### config.mk
export PLATFORM = sky130hd
export DESIGN_NAME = diag_record_timestamp
export DESIGN_NICKNAME = d
export VERILOG_FILES = /design/src/pkg/diag_record_pkg.sv /design/src/hdl/diag_record_timestamp.sv /design/src/hdl/us_ticker.sv
export SDC_FILE = /design/constraint.sdc
export NUM_CORES = 1
export LEC_CHECK = 0
export BUFFER_PORTS_ARGS = -buffer_cell sky130_fd_sc_hd__buf_4
export CAP_MARGIN = 0
export CORE_ASPECT_RATIO = 2
export CORE_MARGIN = 1.5
export CORE_UTILIZATION = 35
export CTS_BUF_LIST = sky130_fd_sc_hd__clkbuf_4 sky130_fd_sc_hd__clkbuf_8 sky130_fd_sc_hd__clkbuf_16
export CTS_CLUSTER_DIAMETER = 40
export CTS_CLUSTER_SIZE = 25
export DETAILED_ROUTE_END_ITERATION = 10
export PLACE_DENSITY = 0.59
export SYNTH_ARGS = -nofsm -noshare
export SYNTH_HDL_FRONTEND = slang
export SYNTH_SLANG_ARGS = --single-unit
### constraint.sdc
create_clock -name i_clock -period 9.2 [get_ports i_clock]
set_input_delay 0.46 -clock i_clock [delete_from_list [all_inputs] [get_ports i_clock]]
set_output_delay 0.46 -clock i_clock [all_outputs]
set_load 0.05 [all_outputs]
### src/pkg/diag_record_pkg.sv
// diagnostic record package: record layout, constant bytes, bit positions, timing.
// assumes a 10 MHz system clock and a byte-wide record read port.
package diag_record_pkg;
   localparam int unsigned CLOCK_HZ = 10_000_000;
   localparam int unsigned TICK_US = 1;
   localparam int unsigned TICK_CYCLES = (CLOCK_HZ / 1_000_000) * TICK_US;

   // record byte offsets, taken as ethercat subindex minus 02h
   localparam logic [4:0] OFS_SUMMARY = 5'h00;
   localparam logic [4:0] OFS_MODULE_INFO = 5'h01;
   localparam logic [4:0] OFS_RSVD_BYTE = 5'h02;
   localparam logic [4:0] OFS_INTERNAL = 5'h03;
   localparam logic [4:0] OFS_CHANNEL_TYPE = 5'h04;
   localparam logic [4:0] OFS_BITS_PER_CH = 5'h05;
   localparam logic [4:0] OFS_CHANNEL_COUNT = 5'h06;
   localparam logic [4:0] OFS_GROUP_ERROR = 5'h07;
   localparam logic [4:0] OFS_CHAN0_ERROR = 5'h08;
   localparam logic [4:0] OFS_CHAN1_ERROR = 5'h09;
   localparam logic [4:0] OFS_TIMESTAMP = 5'h11;
   localparam logic [4:0] RECORD_LAST = 5'h14;

   // bus coupler object indices
   localparam logic [15:0] CANOPEN_INDEX_RECORD = 16'h2f01;
   localparam logic [15:0] CANOPEN_INDEX_HEAD = 16'h2f00;
   localparam logic [4:0] CANOPEN_HEAD_BYTES = 5'h04;
   localparam logic [15:0] ETHERCAT_INDEX = 16'h5005;
   localparam logic [7:0] ETHERCAT_SUB_FIRST = 8'h02;
   localparam logic [7:0] ETHERCAT_SUB_SUMMARY = 8'h02;
   localparam logic [7:0] ETHERCAT_SUB_TIMESTAMP = 8'h13;

   // summary bits
   localparam int SUM_MODULE_FAIL = 0;
   localparam int SUM_INTERNAL = 1;
   localparam int SUM_EXTERNAL = 2;
   localparam int SUM_CHANNEL = 3;
   localparam int SUM_AUX_SUPPLY = 4;
   localparam int SUM_PARAM = 7;
   // internal byte bits
   localparam int INT_BUF_OVF = 3;
   localparam int INT_COMM = 4;
   localparam int INT_PI_LOST = 6;
   // channel error bits
   localparam int CH_PARAM = 0;
   localparam int CH_PI_LOST = 5;
   localparam int CH_UNDER = 6;
   localparam int CH_OVER = 7;

   localparam logic [3:0] MODULE_CLASS_ANALOG = 4'h5;
   localparam int MODINFO_CH_PRESENT = 4;
   localparam logic [6:0] CHTYPE_DIG_IN = 7'h70;
   localparam logic [6:0] CHTYPE_ANA_IN = 7'h71;
   localparam logic [6:0] CHTYPE_DIG_OUT = 7'h72;
   localparam logic [6:0] CHTYPE_ANA_OUT = 7'h73;
   localparam logic [6:0] CHTYPE_ANA_INOUT = 7'h74;
   localparam logic [6:0] CHTYPE_COUNTER = 7'h76;
   localparam logic [7:0] BITS_PER_CHANNEL = 8'h08;
   localparam logic [7:0] CHANNEL_COUNT = 8'h02;
   localparam logic [31:0] TICKER_RESET = 32'h0000_0000;
endpackage

### src/hdl/diag_record_timestamp.sv
// diagnostic record of a two-channel analog input module, read byte-wise by the coupler.
// assumes error sources are synchronous to i_clock; reset is the power-on event.
//
// Operation
// - summary bits for module, internal, external, channel errors
// - module info: class 0101b, channel info bit
// - internal byte: buffer overflow, comm, lost interrupt
// - channel type 71h, analog input
// - eight diagnostic bits per channel
// - channel count is two
// - group error bits for channels 0 and 1
// - channel bytes: param, lost interrupt, under, over
// - timestamp holds ticker value at diagnostic
// - ticker starts from zero at power-on
// - ticker wraps after 2^32-1 us
// - canopen 2F01h full record, 2F00h first four
// - ethercat 5005h, summary 02h, timestamp 13h
// - incoming and going events, intermediate changes lost
`timescale 1ns/10ps
module diag_record_timestamp #(
   parameter int unsigned NUM_CHANNELS = 2
) (
   input wire logic i_clock,
   input wire logic i_sys_rst,
   input wire logic i_clk_en,
   // error sources, levels
   input wire logic i_module_fail,
   input wire logic i_external_error,
   input wire logic i_aux_supply_missing,
   input wire logic i_param_error,
   input wire logic i_diag_buffer_overflow,
   input wire logic i_internal_comm_error,
   input wire logic i_process_int_lost,
   input wire logic [NUM_CHANNELS-1:0] i_ch_param_error,
   input wire logic [NUM_CHANNELS-1:0] i_ch_int_lost,
   input wire logic [NUM_CHANNELS-1:0] i_ch_underflow,
   input wire logic [NUM_CHANNELS-1:0] i_ch_overflow,
   // record read port from the coupler
   input wire logic i_rd_req,
   input wire logic i_rd_ethercat,
   input wire logic [15:0] i_rd_index,
   input wire logic [7:0] i_rd_subindex,
   output logic o_rd_valid,
   output logic o_rd_error,
   output logic [7:0] o_rd_data,
   // diagnostic events
   output logic o_diag_incoming,
   output logic o_diag_going,
   output logic o_diag_active,
   output logic [31:0] o_ticks
);
   // the byte map below has exactly two channel slots
   if (NUM_CHANNELS != 2) begin : g_bad_channels
      $error("diag_record_timestamp: only two channels supported");
   end

   // event tracker: clear until a cause shows, raised until every cause is gone
   typedef enum logic {
      DIAG_CLEAR,
      DIAG_RAISED
   } diag_state_t;

   logic [31:0] ticks;
   logic [7:0] chan_err_d [NUM_CHANNELS];
   logic [7:0] chan_err_q [NUM_CHANNELS];
   logic [7:0] group_d;
   logic [7:0] summary_d;
   logic [7:0] internal_d;
   logic [7:0] summary_q;
   logic [7:0] internal_q;
   logic [7:0] group_q;
   logic [31:0] stamp_q;
   diag_state_t state_q;
   diag_state_t state_d;
   logic active;
   logic snap_take;
   logic snap_drop;
   logic cause;
   logic inc_q;
   logic going_q;
   logic [7:0] rd_data_q;
   logic rd_valid_q;
   logic rd_error_q;
   logic [4:0] ofs;
   logic ofs_ok;
   logic [7:0] byte_sel;

   us_ticker #(
      .DIVIDE(diag_record_pkg::TICK_CYCLES)
   ) u_ticker (
      .i_clock(i_clock),
      .i_sys_rst(i_sys_rst),
      .i_clk_en(i_clk_en),
      .o_ticks(ticks)
   );

   // live channel bytes, reserved bits held at zero
   for (genvar c = 0; c < NUM_CHANNELS; c++) begin : g_chan
      always_comb begin
         chan_err_d[c] = 8'h00;
         chan_err_d[c][diag_record_pkg::CH_PARAM] = i_ch_param_error[c];
         chan_err_d[c][diag_record_pkg::CH_PI_LOST] = i_ch_int_lost[c];
         chan_err_d[c][diag_record_pkg::CH_UNDER] = i_ch_underflow[c];
         chan_err_d[c][diag_record_pkg::CH_OVER] = i_ch_overflow[c];
      end
      assign group_d[c] = |chan_err_d[c];
   end
   assign group_d[7:NUM_CHANNELS] = '0;

   always_comb begin
      summary_d = 8'h00;
      summary_d[diag_record_pkg::SUM_MODULE_FAIL] = i_module_fail;
      summary_d[diag_record_pkg::SUM_INTERNAL] =
         i_diag_buffer_overflow | i_internal_comm_error | i_process_int_lost;
      summary_d[diag_record_pkg::SUM_EXTERNAL] = i_external_error;
      summary_d[diag_record_pkg::SUM_CHANNEL] = |group_d;
      summary_d[diag_record_pkg::SUM_AUX_SUPPLY] = i_aux_supply_missing;
      summary_d[diag_record_pkg::SUM_PARAM] = i_param_error;
      internal_d = 8'h00;
      internal_d[diag_record_pkg::INT_BUF_OVF] = i_diag_buffer_overflow;
      internal_d[diag_record_pkg::INT_COMM] = i_internal_comm_error;
      internal_d[diag_record_pkg::INT_PI_LOST] = i_process_int_lost;
   end

   assign cause = |summary_d;

   always_comb begin
      state_d = state_q;
      case (state_q)
         DIAG_CLEAR: begin
            if (cause) begin
               state_d = DIAG_RAISED;
            end
         end
         DIAG_RAISED: begin
            if (!cause) begin
               state_d = DIAG_CLEAR;
            end
         end
         default: begin
            state_d = DIAG_CLEAR;
         end
      endcase
   end

   always_ff @(posedge i_clock) begin
      if (i_sys_rst) begin
         state_q <= DIAG_CLEAR;
      end else if (i_clk_en) begin
         state_q <= state_d;
      end
   end

   assign active = state_q == DIAG_RAISED;
   // record frozen from incoming to going, so changes inside the window are dropped
   assign snap_take = i_clk_en && cause && !active;
   assign snap_drop = i_clk_en && !cause && active;

   // one-cycle event pulses, both registered
   always_ff @(posedge i_clock) begin
      if (i_sys_rst) begin
         inc_q <= 1'b0;
      end else if (i_clk_en) begin
         inc_q <= cause && !active;
      end
   end

   always_ff @(posedge i_clock) begin
      if (i_sys_rst) begin
         going_q <= 1'b0;
      end else if (i_clk_en) begin
         going_q <= !cause && active;
      end
   end

   always_ff @(posedge i_clock) begin
      if (i_sys_rst) begin
         summary_q <= 8'h00;
      end else if (snap_take) begin
         summary_q <= summary_d;
      end else if (snap_drop) begin
         summary_q <= 8'h00;
      end
   end

   always_ff @(posedge i_clock) begin
      if (i_sys_rst) begin
         internal_q <= 8'h00;
      end else if (snap_take) begin
         internal_q <= internal_d;
      end else if (snap_drop) begin
         internal_q <= 8'h00;
      end
   end

   always_ff @(posedge i_clock) begin
      if (i_sys_rst) begin
         group_q <= 8'h00;
      end else if (snap_take) begin
         group_q <= group_d;
      end else if (snap_drop) begin
         group_q <= 8'h00;
      end
   end

   // going record: errors cleared, timestamp marks the departure
   always_ff @(posedge i_clock) begin
      if (i_sys_rst) begin
         stamp_q <= diag_record_pkg::TICKER_RESET;
      end else if (snap_take) begin
         stamp_q <= ticks;
      end else if (snap_drop) begin
         stamp_q <= ticks;
      end
   end

   for (genvar c = 0; c < NUM_CHANNELS; c++) begin : g_chan_q
      always_ff @(posedge i_clock) begin
         if (i_sys_rst) begin
            chan_err_q[c] <= 8'h00;
         end else if (snap_take) begin
            chan_err_q[c] <= chan_err_d[c];
         end else if (snap_drop) begin
            chan_err_q[c] <= 8'h00;
         end
      end
   end

   // address decode for both coupler protocols
   always_comb begin
      ofs = 5'h00;
      ofs_ok = 1'b0;
      if (i_rd_ethercat) begin
         if (i_rd_index == diag_record_pkg::ETHERCAT_INDEX &&
             i_rd_subindex >= diag_record_pkg::ETHERCAT_SUB_FIRST &&
             i_rd_subindex <= diag_record_pkg::ETHERCAT_SUB_TIMESTAMP) begin
            ofs = 5'(i_rd_subindex - diag_record_pkg::ETHERCAT_SUB_FIRST);
            ofs_ok = 1'b1;
         end else if (i_rd_index == diag_record_pkg::ETHERCAT_INDEX &&
             i_rd_subindex > diag_record_pkg::ETHERCAT_SUB_TIMESTAMP &&
             i_rd_subindex <= diag_record_pkg::ETHERCAT_SUB_TIMESTAMP + 8'h03) begin
            // remaining timestamp bytes follow the 13h entry
            ofs = 5'(i_rd_subindex - diag_record_pkg::ETHERCAT_SUB_FIRST);
            ofs_ok = 1'b1;
         end
      end else begin
         if (i_rd_index == diag_record_pkg::CANOPEN_INDEX_RECORD &&
             i_rd_subindex <= {3'h0, diag_record_pkg::RECORD_LAST}) begin
            ofs = i_rd_subindex[4:0];
            ofs_ok = 1'b1;
         end else if (i_rd_index == diag_record_pkg::CANOPEN_INDEX_HEAD &&
             i_rd_subindex < {3'h0, diag_record_pkg::CANOPEN_HEAD_BYTES}) begin
            ofs = i_rd_subindex[4:0];
            ofs_ok = 1'b1;
         end
      end
   end

   always_comb begin
      case (ofs)
         diag_record_pkg::OFS_SUMMARY: byte_sel = summary_q;
         diag_record_pkg::OFS_MODULE_INFO: begin
            byte_sel = {3'h0, 1'b1, diag_record_pkg::MODULE_CLASS_ANALOG};
         end
         diag_record_pkg::OFS_RSVD_BYTE: byte_sel = 8'h00;
         diag_record_pkg::OFS_INTERNAL: byte_sel = internal_q;
         diag_record_pkg::OFS_CHANNEL_TYPE: begin
            byte_sel = {1'b0, diag_record_pkg::CHTYPE_ANA_IN};
         end
         diag_record_pkg::OFS_BITS_PER_CH: byte_sel = diag_record_pkg::BITS_PER_CHANNEL;
         diag_record_pkg::OFS_CHANNEL_COUNT: byte_sel = diag_record_pkg::CHANNEL_COUNT;
         diag_record_pkg::OFS_GROUP_ERROR: byte_sel = group_q;
         diag_record_pkg::OFS_CHAN0_ERROR: byte_sel = chan_err_q[0];
         diag_record_pkg::OFS_CHAN1_ERROR: byte_sel = chan_err_q[1];
         diag_record_pkg::OFS_TIMESTAMP: byte_sel = stamp_q[7:0];
         diag_record_pkg::OFS_TIMESTAMP + 5'h01: byte_sel = stamp_q[15:8];
         diag_record_pkg::OFS_TIMESTAMP + 5'h02: byte_sel = stamp_q[23:16];
         diag_record_pkg::OFS_TIMESTAMP + 5'h03: byte_sel = stamp_q[31:24];
         default: byte_sel = 8'h00;
      endcase
   end

   always_ff @(posedge i_clock) begin
      if (i_sys_rst) begin
         rd_valid_q <= 1'b0;
         rd_error_q <= 1'b0;
      end else if (i_clk_en) begin
         rd_valid_q <= i_rd_req && ofs_ok;
         rd_error_q <= i_rd_req && !ofs_ok;
      end
   end

   // data holds the last answer until the next request
   always_ff @(posedge i_clock) begin
      if (i_sys_rst) begin
         rd_data_q <= 8'h00;
      end else if (i_clk_en && i_rd_req) begin
         rd_data_q <= ofs_ok ? byte_sel : 8'h00;
      end
   end

   assign o_rd_valid = rd_valid_q;
   assign o_rd_error = rd_error_q;
   assign o_rd_data = rd_data_q;
   assign o_diag_incoming = inc_q;
   assign o_diag_going = going_q;
   assign o_diag_active = active;
   assign o_ticks = ticks;
endmodule // diag_record_timestamp

### src/hdl/us_ticker.sv
// free-running microsecond ticker.
// assumes i_clock at the package clock rate; reset stands for power-on.
`timescale 1ns/10ps
module us_ticker #(
   parameter int unsigned DIVIDE = diag_record_pkg::TICK_CYCLES
) (
   input wire logic i_clock,
   input wire logic i_sys_rst,
   input wire logic i_clk_en,
   output logic [31:0] o_ticks
);
   // prescaler is eight bits wide
   if (DIVIDE < 1 || DIVIDE > 255) begin : g_bad_divide
      $error("us_ticker: DIVIDE out of range");
   end

   logic [7:0] pre_q;
   logic [31:0] ticks_q;

   always_ff @(posedge i_clock) begin
      if (i_sys_rst) begin
         pre_q <= 8'h00;
      end else if (i_clk_en) begin
         if (pre_q == 8'(DIVIDE - 1)) begin
            pre_q <= 8'h00;
         end else begin
            pre_q <= pre_q + 8'h01;
         end
      end
   end

   // 32-bit add wraps to zero naturally after all ones
   always_ff @(posedge i_clock) begin
      if (i_sys_rst) begin
         ticks_q <= diag_record_pkg::TICKER_RESET;
      end else if (i_clk_en && pre_q == 8'(DIVIDE - 1)) begin
         ticks_q <= ticks_q + 32'h0000_0001;
      end
   end

   assign o_ticks = ticks_q;
endmodule // us_ticker

==> summary.txt, run 1 <==
Min-Delay Path Class: in -> reg
Compound-cell area share of the yosys netlist: 0.225
Number of hold buffers added after cts: 0
Number of instances in the synthesized netlist: 667
Maximum number of pins on one net before global-route repair: 80
Transition at the pin with the smallest max-transition slack: 1340 ps
Violation count after the first detailed-route iteration: 227
All-layer global routing usage: 0.222
Gp weighted congestion: 0.980
Final period util: 0.467
Aggregate global routing overflow: 0
Final slew viol count: 0
Yosys cell types: 72
TritonCTS clock tree: yes
Die Y-Extent: 180 um
Root Buffer: sky130_fd_sc_hd__clkbuf_16
Number of setup violations in the final report: 0
Effective utilization at floorplan: 0.358
Worst Path Max Fanout: 14
Area share of fa/ha/maj cells after synthesis: 0.0137
Post-synth top area share: 0.351
Data required time at the worst endpoint: 9350 ps
Fraction of registers with async set or reset after synthesis: 0
P per Cell Area: 149 mW/mm^2
IR drop worst, VDD: 0.0943 mV
Largest stage delay, worst path: 1150 ps
Share of the synthesized netlist area taken by xor and xnor gates: 0.0543
Leading cell type in the layout, fill and taps excluded: sky130_fd_sc_hd__nand2_1
Initial antenna violation count: 0
First-pass GRT wire length: 28200 um
Count of antenna-violating nets left after detailed routing: 0
Data arrival time of the critical path: 4450 ps
Die Outline Area: 0.0165 sq mm
Final hold viol count: 0
Top library cells by usage in the layout, fill and taps aside: sky130_fd_sc_hd__nand2_1, sky130_fd_sc_hd__dfxtp_1, sky130_fd_sc_hd__buf_4, sky130_fd_sc_hd__a21oi_1, sky130_fd_sc_hd__nor2_1
Count of buffers added by post-CTS timing repair for setup: 0
Critical path type: in -> reg
Maximum capacitance violations: 0
Clock tree buffer depth: 2
Number of nets at the end of the flow: 782
Post-layout power: 0.985 mW
Cell Chain, Critical Path: buf_4 -> inv_1 -> ha_1 -> or3b_1 -> a21o_2 -> a211oi_2 -> o21ai_2 -> nand2_1 -> o22ai_1 -> a222oi_1 -> a221oi_1
Post-synth net total: 717
Synthesized flop and latch total: 104
Register area share after synthesis: 0.395
Mean number of vias per cell: 5.63
Post-synthesis average cell area: 8.22 sq um
Total CTS buffers: 9
Count of input and output buffers: 88
Library cell occupying the most area in the post-synthesis netlist: sky130_fd_sc_hd__dfxtp_1
Maximum achievable frequency: 233 MHz
Top FF cell, synth: sky130_fd_sc_hd__dfxtp_1
Via count of the first global-routing pass: 5175
Slew Limit Headroom: 0.106
Number of vias after detailed routing: 5268
Unrepaired setup endpoints after global routing: false
Startpoint type of the worst setup path: input port
DRT Wirelength: 18100 um
Final critical-path required period: 4290 ps
Clock network latency to the later pin of the worst-skew pair: 350 ps
Post-cts resize count: 0
Number of sinks handled by clock tree synthesis: 104
HPWL after DPL: 14400 um
Post-synth EDFFs: 8
Die boundary width: 91.5 um
Hold slack: 338 ps
Syn Std Cell Area: 0.00548 sq mm
Logic depth of the worst register-to-register path: 9
Post-Route Skew: 10.4 ps
Number of I/O pins: 89
Wirelength per Cell: 19.4 um
CORE AREA: 0.0153 sq mm
Clock-pin slew of the registers on the worst-case setup and hold paths: 70 ps
Simple-gate share of the synthesized area: 0.267
Worst Hold Path Cells: 2
Warnings from Yosys: 0
Number of antenna cells inserted: 0
Largest family of logic cells by synthesized area: simple AND/OR/NAND/NOR gates
Kind of end point of the critical path: flop
CP max-delay cell: sky130_fd_sc_hd__a222oi_1
Row Count: 64
Fin Setup TNS: 0 ps
Initial DRT Pass Iterations: 5
Most area-consuming cells after synthesis: sky130_fd_sc_hd__dfxtp_1, sky130_fd_sc_hd__nand2_1, sky130_fd_sc_hd__a21oi_1
Run status: completed
Share of post-route cells with drive strength above 1: 0.176
Share of synthesized area spent on multiplexers: 0.00365
Drt drc: 0
Area Growth Syn to Fin: 20.5%
Number of levels in the clock H-tree: 3
Leakage power: 2.34 nW
==> critical path: cells and delay by family <==
kind	cells	cell delay, ps
buffers and inverters	2	400
adder cells (fa/ha/maj)	1	190
AND/OR/NAND/NOR	2	550
AO/OA/AOI/OAI	6	2840
==> cell usage after synthesis (all sizes together), types with 2 or more instances <==
master,n
mux2i,2
a2111oi,16
nand2,120
or3,9
xnor2,10
o22ai,3
and4,4
buf,9
a211oi,9
nor2b,4
a21oi,55
edfxtp,8
o21ai,29
o2111ai,5
o221ai,3
and3,9
nor2,54
o2111a,3
o21a,4
inv,20
dfxtp,96
or2,5
a211o,2
nand4b,2
ha,6
nand3,21
a21o,2
o211a,3
nor4b,4
a22o,10
xor2,24
nor4bb,2
o211ai,3
nand4,22
a221oi,4
nor4,10
and2,15
a22oi,2
clkbuf,27
nand2b,5
nor3,8
a31oi,2
==> where the power goes <==
part	internal (mW)	switching [mW]	leakage, nW
Combinational	0.0271	0.0479	1.32
Sequential	0.464	0.00658	0.863
Clock	0.272	0.168	0.163
==> sequential cells by signal, summed over array words and instances, names as in the netlist <==
signal / cells
o_diag_active: 1
summary_q: 6
stamp_q: 32
group_q: 2
o_rd_error: 1
o_diag_going: 1
chan_err_q: 8
o_rd_data: 8
o_diag_incoming: 1
internal_q: 3
o_rd_valid: 1
u_ticker.o_ticks: 32
u_ticker.pre_q: 8
==> metrics by stage <==
stage,setup WS (ps),std cells,cell area [sq um],util
after global placement,4740,919,6260,0.409
after global routing,4690,935,6600,0.432
final,4910,935,6600,0.432
after floorplan,5690,667,5480,-
after detailed placement,4610,919,6260,0.409
after CTS,4940,935,6600,0.432
==> final cells by class <==
| class | count | area [sq um] |
|---|---|---|
| Clock buffer | 11 | 240 |
| Clock inverter | 5 | 105 |
| Fill cell | 1555 | 8690 |
| Inverter | 20 | 75.1 |
| Multi-Input combinational cell | 507 | 3100 |
| Sequential cell | 104 | 2160 |
| Tap cell | 198 | 248 |
| Timing Repair Buffer | 90 | 676 |
==> kinds of logic (layout without fill, tap and decap cells) <==
family,count (synthesis),count (layout)
DFF,104,104
AOI/OAI and AO/OA,167,167
muxes,2,2
buffers and inverters,56,126
and+or+nand+nor,298,298
xor gates and xnor gates,34,34
adders and majority gates,6,6
==> final timing paths <==
check	to	slack, ps	start
setup / recovery	o_rd_data[5]	4910	i_rd_subindex[1]
hold / removal	summary_q[2]	340	i_external_error
setup reg to reg	u_ticker.o_ticks[31]	6130	u_ticker.pre_q[0]
hold reg to reg	stamp_q[2]	460	stamp_q[2]
==> metal layers <==
metal  track usage  share of wire  vias up
met2         0.423           0.55      150
met1         0.209           0.34     2525
li1              -              -     2538
met3        0.0212          0.028       55
met5             0              0        -
met4         0.177          0.079        0
(Power assumes the default switching activity.)
==> inputs of run 2 (changes only) <==
--- a/config.mk
+++ b/config.mk
@@ -5,6 +5,7 @@
 export SDC_FILE = /design/constraint.sdc
 export NUM_CORES = 1
 export LEC_CHECK = 0
+export ABC_AREA = 1
 export BUFFER_PORTS_ARGS = -buffer_cell sky130_fd_sc_hd__buf_4
 export CAP_MARGIN = 0
 export CORE_ASPECT_RATIO = 2
==> constraint.sdc (replaced) <==
create_clock -name i_clock -period 4.4 [get_ports i_clock]
set_input_delay 0.22 -clock i_clock [delete_from_list [all_inputs] [get_ports i_clock]]
set_output_delay 0.22 -clock i_clock [all_outputs]
set_load 0.05 [all_outputs]
==> summary.txt, run 2 <==
Violation count after the first detailed-route iteration: 294 (+30%)
Most area-consuming cells after synthesis: sky130_fd_sc_hd__dfxtp_1, sky130_fd_sc_hd__nand2_1, sky130_fd_sc_hd__nor2_1
First-pass GRT wire length: 27300 um (-3.0%)
Post-synth top area share: 0.333 (-0.0178)
Share of post-route cells with drive strength above 1: 0.180 (+0.00369)
Sink of the worst hold path: u_ticker.pre_q[1]
Startpoint type of the worst setup path: input port
Die boundary width: 93.8 um (+2.6%)
Leading cell type in the layout, fill and taps excluded: sky130_fd_sc_hd__nand2_1
Post-synthesis average cell area: 6.71 sq um (-18%)
Synthesized flop and latch total: 104 (unchanged)
Kind of end point of the critical path: flop
End of the worst register-to-register path: u_ticker.o_ticks[28]
Unrepaired setup endpoints after global routing: false
Yosys cell types: 42 (-42%)
Worst Path Max Fanout: 47 (+33)
Run status: completed
Register area share after synthesis: 0.375 (-0.0200)
P per Cell Area: 289 mW/mm^2 (+94%)
Effective utilization at floorplan: 0.357 (-0.00163)
Post-Route Skew: 8.11 ps (-2.29 ps)
Final Instance Count excl. Fillers: 1148 (+23%)
Placement Setup Slack: 1550 ps (-3070 ps)
Fin Setup TNS: 0 ps (unchanged)
Count of antenna-violating nets left after detailed routing: 0 (unchanged)
Warnings from Yosys: 0 (unchanged)
Clock-pin slew of the registers on the worst-case setup and hold paths: 70 ps (about the same)
All-layer global routing usage: 0.208 (-0.0147)
Number of vias after detailed routing: 5728 (+8.7%)
Top FF cell, synth: sky130_fd_sc_hd__dfxtp_1
Top library cells by usage in the layout, fill and taps aside: sky130_fd_sc_hd__nand2_1, sky130_fd_sc_hd__nor2_1, sky130_fd_sc_hd__dfxtp_1, sky130_fd_sc_hd__inv_1, sky130_fd_sc_hd__buf_4
Worst reg2reg startpoint: u_ticker.pre_q[0]
Die Y-Extent: 185 um (+2.6%)
Final hold viol count: 0 (unchanged)
Maximum capacitance violations: 0 (unchanged)
Number of setup violations in the final report: 0 (unchanged)
Data required time at the worst endpoint: 4670 ps (-4680 ps)
Mean number of vias per cell: 4.99 (-11%)
CP max-delay cell: sky130_fd_sc_hd__inv_1
Root Buffer: sky130_fd_sc_hd__clkbuf_16
Clock tree buffer depth: 2 (unchanged)
Drt drc: 0 (unchanged)
Number of antenna cells inserted: 0 (unchanged)
Data arrival time of the critical path: 2780 ps (-1670 ps)
Maximum number of pins on one net before global-route repair: 48 (-40%)
Count of input and output buffers: 88 (unchanged)
Number of sinks handled by clock tree synthesis: 104 (unchanged)
Min-Delay Path Class: in -> reg
Critical path type: in -> reg
Initial antenna violation count: 0 (unchanged)
Fraction of registers with async set or reset after synthesis: 0 (unchanged)
TritonCTS clock tree: yes
Largest stage delay, worst path: 830 ps (-320 ps)
Total CTS buffers: 9 (unchanged)
Wirelength per Cell: 15.1 um (-22%)
Clock network latency to the later pin of the worst-skew pair: 350 ps (about the same)
Library cell occupying the most area in the post-synthesis netlist: sky130_fd_sc_hd__dfxtp_1
Count of buffers added by post-CTS timing repair for setup: 0 (unchanged)
Worst Hold Path Cells: 2 (unchanged)
Number of nets at the end of the flow: 990 (+27%)
Origin of the worst min-delay path: i_clk_en
IR drop worst, VDD: 0.215 mV (+130%)
Transition at the pin with the smallest max-transition slack: 1100 ps (-242 ps)
Row Count: 66 (+3.1%)
Aggregate global routing overflow: 0 (unchanged)
Final slew viol count: 0 (unchanged)
Worst setup slack for register-to-register paths: 1920 ps (-4210 ps)
Number of levels in the clock H-tree: 3 (unchanged)
CORE AREA: 0.0162 sq mm (+5.8%)
Top cells by instance count after synthesis: sky130_fd_sc_hd__nand2_1, sky130_fd_sc_hd__nor2_1, sky130_fd_sc_hd__dfxtp_1
Logic depth of the worst register-to-register path: 14 (+5)
Crit path setup slack, layout: 1890 ps (-3020 ps)
Syn Std Cell Area: 0.00577 sq mm (+5.3%)
Cell Area, Placed: 0.00662 sq mm (+5.8%)
Cell Chain, Critical Path: buf_4 -> nor4_1 -> and2_1 -> nand3_1 -> nor3_1 -> nor2_2 -> buf_4 -> inv_1 -> o21ai_0 -> a21oi_1
Number of hold buffers added after cts: 0 (unchanged)
Non-Filler Cell Area, Final: 0.00691 sq mm (+4.7%)
Die Outline Area: 0.0173 sq mm (+5.2%)
Post-layout power: 2.00 mW (+100%)
Final critical-path required period: 2510 ps
Most instantiated library cell after synthesis: sky130_fd_sc_hd__nand2_1
Slew Limit Headroom: 0.267 (+0.161)
Post-synth net total: 910 (+27%)
Final period util: 0.571
Maximum achievable frequency: 398 MHz
Gp weighted congestion: 0.877 (-11%)
Crit-path most repeated cell: sky130_fd_sc_hd__buf_4
Number of instances in the synthesized netlist: 860 (+29%)
Number of inserted filler cells in the final layout: 1781 (+15%)
Post-synth EDFFs: 8 (unchanged)
HPWL after DPL: 13900 um (-3.7%)
Number of I/O pins: 89 (unchanged)
Leakage power: 2.91 nW (+24%)
Area Growth Syn to Fin: 19.7%
DP Cell Count: 1133 (+23%)
Post-cts resize count: 0 (unchanged)
Initial DRT Pass Iterations: 5 (unchanged)
DRT Wirelength: 17300 um (-4.5%)
Via count of the first global-routing pass: 5519 (+6.6%)
[run 2: changes by cell type after synthesis, moves of 15 or more]
cell,before,now
sky130_fd_sc_hd__inv_1,20,92
sky130_fd_sc_hd__nor2_1,53,118
sky130_fd_sc_hd__nand2_1,120,184
sky130_fd_sc_hd__nand3_1,20,60
sky130_fd_sc_hd__o21ai_0,23,54
sky130_fd_sc_hd__nor3_1,8,26
sky130_fd_sc_hd__a21oi_1,55,71
sky130_fd_sc_hd__inv_2,0,15
[run 2: cell type report]
cell class	count	area, sq um	area share
clock buffer	10	239	0.0346
clock inverter	5	55.1	0.00797
inverter	108	405	0.0587
multi-input combinational	626	3110	0.450
sequential	104	2160	0.313
tap	204	255	0.0369
timing repair buffer	91	683	0.0988
[run 2: worst max path at each step]
stage / from / endpoint / slack [ps] / cells past startpoint
floorplan: u_ticker.o_ticks[1] / u_ticker.o_ticks[14] / 2340 / 9
finish: i_ch_param_error[1] / stamp_q[30] / 1890 / 10
detailed placement: i_ch_param_error[1] / stamp_q[10] / 1550 / 10
global route: i_ch_param_error[0] / stamp_q[30] / 1480 / 10
CTS: u_ticker.pre_q[0] / u_ticker.o_ticks[28] / 1880 / 14
global placement: i_ch_param_error[0] / stamp_q[19] / 1650 / 10
[run 2: per-stage QoR]
step	util	hold WS, ps
floorplan	-	368
global placement	0.409	447
detailed placement	0.409	451
CTS	0.427	141
global route	0.427	155
finish	0.427	150
[run 2: logic make-up after synthesis]
| logic type | synth area share |
|---|---|
| flip-flops | 0.375 |
| AO/OA/AOI/OAI | 0.132 |
| adder cells (fa/ha/maj) | 0.0130 |
| XOR/XNOR | 0.0152 |
| AND/OR/NAND/NOR | 0.379 |
| buffers and inverters | 0.0869 |
[run 2: routing by layer]
layer | up-vias | track usage | part of all wire
li1 | 2965 | - | -
met1 | 2607 | 0.201 | 0.36
met2 | 117 | 0.410 | 0.56
met3 | 39 | 0.0206 | 0.026
met4 | 0 | 0.116 | 0.050
met5 | - | 0 | 0
[run 2: power by group]
part | internal, mW | total [mW] | switching [mW]
logic | 0.0654 | 0.188 | 0.123
clock network | 0.454 | 0.801 | 0.347
registers | 0.989 | 1.01 | 0.0231
total | 1.51 | 2.00 | 0.493
[run 2: worst max-delay path: cells and delay by family]
kind,cells,cell delay [ps]
simple gates,5,1000
buf+inv,3,1170
compound gates,2,370
==> inputs of run 3 (changes only) <==
--- a/config.mk
+++ b/config.mk
@@ -15,7 +15,7 @@
 export CTS_CLUSTER_DIAMETER = 40
 export CTS_CLUSTER_SIZE = 25
 export DETAILED_ROUTE_END_ITERATION = 10
-export PLACE_DENSITY = 0.59
+export PLACE_DENSITY = 0.61
 export SYNTH_ARGS = -nofsm -noshare
 export SYNTH_HDL_FRONTEND = slang
 export SYNTH_SLANG_ARGS = --single-unit
==> constraint.sdc (replaced) <==
create_clock -name i_clock -period 2.2 [get_ports i_clock]
set_input_delay 0.11 -clock i_clock [delete_from_list [all_inputs] [get_ports i_clock]]
set_output_delay 0.11 -clock i_clock [all_outputs]
set_load 0.05 [all_outputs]
==> summary.txt, run 3 (synthesized netlist as in run 2, its figures left out) <==
Clock-pin slew of the registers on the worst-case setup and hold paths: 70 ps (about the same)
Critical path type: reg -> reg
Worst Hold Path Cells: 3 (+1)
Post-layout util: 0.461 (+0.0339)
Portion of total power attributed to the clock network: 0.417 (+0.017)
Final critical-path required period: 2190 ps
Maximum achievable frequency: 456 MHz
CP max-delay cell: sky130_fd_sc_hd__dfxtp_2
Post-Route Skew: 6.92 ps (-1.19 ps)
Sink of the worst hold path: summary_q[7]
Data arrival time of the critical path: 2410 ps (-370 ps)
Final Instance Count excl. Fillers: 1196 (+4.2%)
Maximum capacitance violations: 0 (unchanged)
Number of antenna cells inserted: 0 (unchanged)
Number of setup violations in the final report: 0 (unchanged)
Violation count after the first detailed-route iteration: 284 (-3.4%)
Startpoint type of the worst setup path: flop
Row Count: 66 (unchanged)
End of the worst register-to-register path: u_ticker.o_ticks[25]
First-pass GRT wire length: 28200 um (+3.0%)
Area Growth Syn to Fin: 29.2%
Total CTS buffers: 9 (unchanged)
CORE AREA: 0.0162 sq mm (unchanged)
P per Cell Area: 559 mW/mm^2 (+93%)
Crit path setup slack, layout: 8.88 ps (-1880 ps)
Post-layout power: 4.17 mW (+110%)
Slew Limit Headroom: 0.662 (+0.394)
Placement Setup Slack: -117 ps (-1660 ps)
Cell family with most CP delay: simple AND/OR/NAND/NOR gates
Final slew viol count: 0 (unchanged)
HPWL after DPL: 14600 um (+4.9%)
Largest stage delay, worst path: 330 ps (-500 ps)
Maximum number of pins on one net before global-route repair: 50 (+4.2%)
Sequential share of power: 0.484 (-0.022)
Gp weighted congestion: 0.893 (+1.8%)
Logic depth of the worst register-to-register path: 13 (-1)
Kind of end point of the critical path: flop
Sw Ratio: 0.246 (about the same)
Count of antenna-violating nets left after detailed routing: 0 (unchanged)
Via count of the first global-routing pass: 5872 (+6.4%)
Root Buffer: sky130_fd_sc_hd__clkbuf_16
Clock network latency to the later pin of the worst-skew pair: 350 ps (about the same)
Initial DRT Pass Iterations: 4 (-1)
Die Y-Extent: 185 um (unchanged)
Worst reg2reg startpoint: u_ticker.pre_q[7]
Number of vias after detailed routing: 5930 (+3.5%)
Effective utilization at floorplan: 0.357 (unchanged)
Cell Area, Placed: 0.00693 sq mm (+4.7%)
Leading cell type in the layout, fill and taps excluded: sky130_fd_sc_hd__nand2_1
Count of input and output buffers: 88 (unchanged)
Leakage power: 3.22 nW (+11%)
Share of post-route cells with drive strength above 1: 0.248 (+0.0679)
Origin of the worst min-delay path: i_param_error
Number of levels in the clock H-tree: 3 (unchanged)
Cell Chain, Critical Path: nor2_1 -> nand3_1 -> nor4_2 -> nand2_1 -> nor2_2 -> nand2_2 -> nor2_4 -> nand3_2 -> nor2_4 -> nand3_2 -> inv_2 -> and3_1 -> nor3_1
Worst Path Max Fanout: 5 (-89%)
Final period util: 0.996
Min-Delay Path Class: in -> reg
Mean number of vias per cell: 4.96 (-0.63%)
Hold slack: 58.5 ps (-91.0 ps)
TritonCTS clock tree: yes
DRT Wirelength: 18200 um (+4.9%)
Number of sinks handled by clock tree synthesis: 104 (unchanged)
Combinational group share of total power: 0.099 (+0.005)
Clock tree buffer depth: 2 (unchanged)
Worst setup slack for register-to-register paths: 9 ps (-1910 ps)
Number of I/O pins: 89 (unchanged)
Unrepaired setup endpoints after global routing: true
NetSw: 1.03 mW (+110%)
DP Cell Count: 1171 (+3.4%)
Top library cells by usage in the layout, fill and taps aside: sky130_fd_sc_hd__nand2_1, sky130_fd_sc_hd__buf_4, sky130_fd_sc_hd__nor2_1, sky130_fd_sc_hd__dfxtp_1, sky130_fd_sc_hd__inv_1
Initial antenna violation count: 0 (unchanged)
Final hold viol count: 0 (unchanged)
Internal power component: 3.14 mW (+110%)
Aggregate global routing overflow: 0 (unchanged)
Run status: completed
Wirelength per Cell: 15.2 um (+0.67%)
Data required time at the worst endpoint: 2420 ps (-2250 ps)
All-layer global routing usage: 0.214 (+0.00637)
Non-Filler Cell Area, Final: 0.00746 sq mm (+7.9%)
Number of nets at the end of the flow: 1037 (+4.7%)
Transition at the pin with the smallest max-transition slack: 501 ps (-597 ps)
Number of buffers and inverters on the critical path: 1 (-2)
Drt drc: 0 (unchanged)
Die boundary width: 93.8 um (unchanged)
Die Outline Area: 0.0173 sq mm (unchanged)
IR drop worst, VDD: 0.396 mV (+85%)
Fin Setup TNS: 0 ps (unchanged)
==> run 3: routing by layer <==
| layer | GRT usage | share of wire | up-vias |
|---|---|---|---|
| li1 | - | - | 3055 |
| met1 | 0.191 | 0.34 | 2707 |
| met2 | 0.435 | 0.58 | 121 |
| met3 | 0.0198 | 0.025 | 47 |
| met4 | 0.136 | 0.054 | 0 |
| met5 | 0 | 0 | - |
==> run 3: worst max-delay path by stage <==
stage | slack (ps) | cells past startpoint | end | start
finish | 9 | 13 | u_ticker.o_ticks[25] | u_ticker.pre_q[7]
global placement | -30 | 15 | u_ticker.o_ticks[28] | u_ticker.pre_q[1]
global route | -120 | 13 | u_ticker.o_ticks[25] | u_ticker.pre_q[7]
detailed placement | -120 | 16 | u_ticker.o_ticks[30] | u_ticker.pre_q[1]
CTS | 2 | 13 | u_ticker.o_ticks[27] | u_ticker.pre_q[1]
floorplan | 140 | 9 | u_ticker.o_ticks[14] | u_ticker.o_ticks[1]
==> run 3: repair_timing <==
item                                    in CTS  in global routing
setup buffers                                2                  7
resized for setup                            4                 41
hold buffers                                 0                  0
endpoints found under the setup margin       8                 17
pin swaps                                    2                 20
==> run 3: worst reg2reg max path, delay by kind of cell (launching register included) <==
| family | cells | cell delay, ps |
|---|---|---|
| DFF | 1 | 330 |
| and+or+nand+nor | 12 | 1620 |
| buffers and inverters | 1 | 110 |
==> run 3: cell type report <==
type	instances	area, sq um
Fill cell	1747	8730
Multi-Input combinational cell	626	3230
Sequential cell	104	2170
Timing Repair Buffer	138	1060
Inverter	108	410
Tap cell	204	255
Clock buffer	9	225
Clock inverter	7	103
==> run 3: power groups by stage <==
stage	registers, mW	logic, mW	clock network, mW
after floorplan	2.06	0.217	0
after global placement	2.06	0.409	0
after detailed placement	2.06	0.410	0
after CTS	2.02	0.413	1.77
after global routing	2.02	0.457	1.85
final	2.02	0.412	1.74
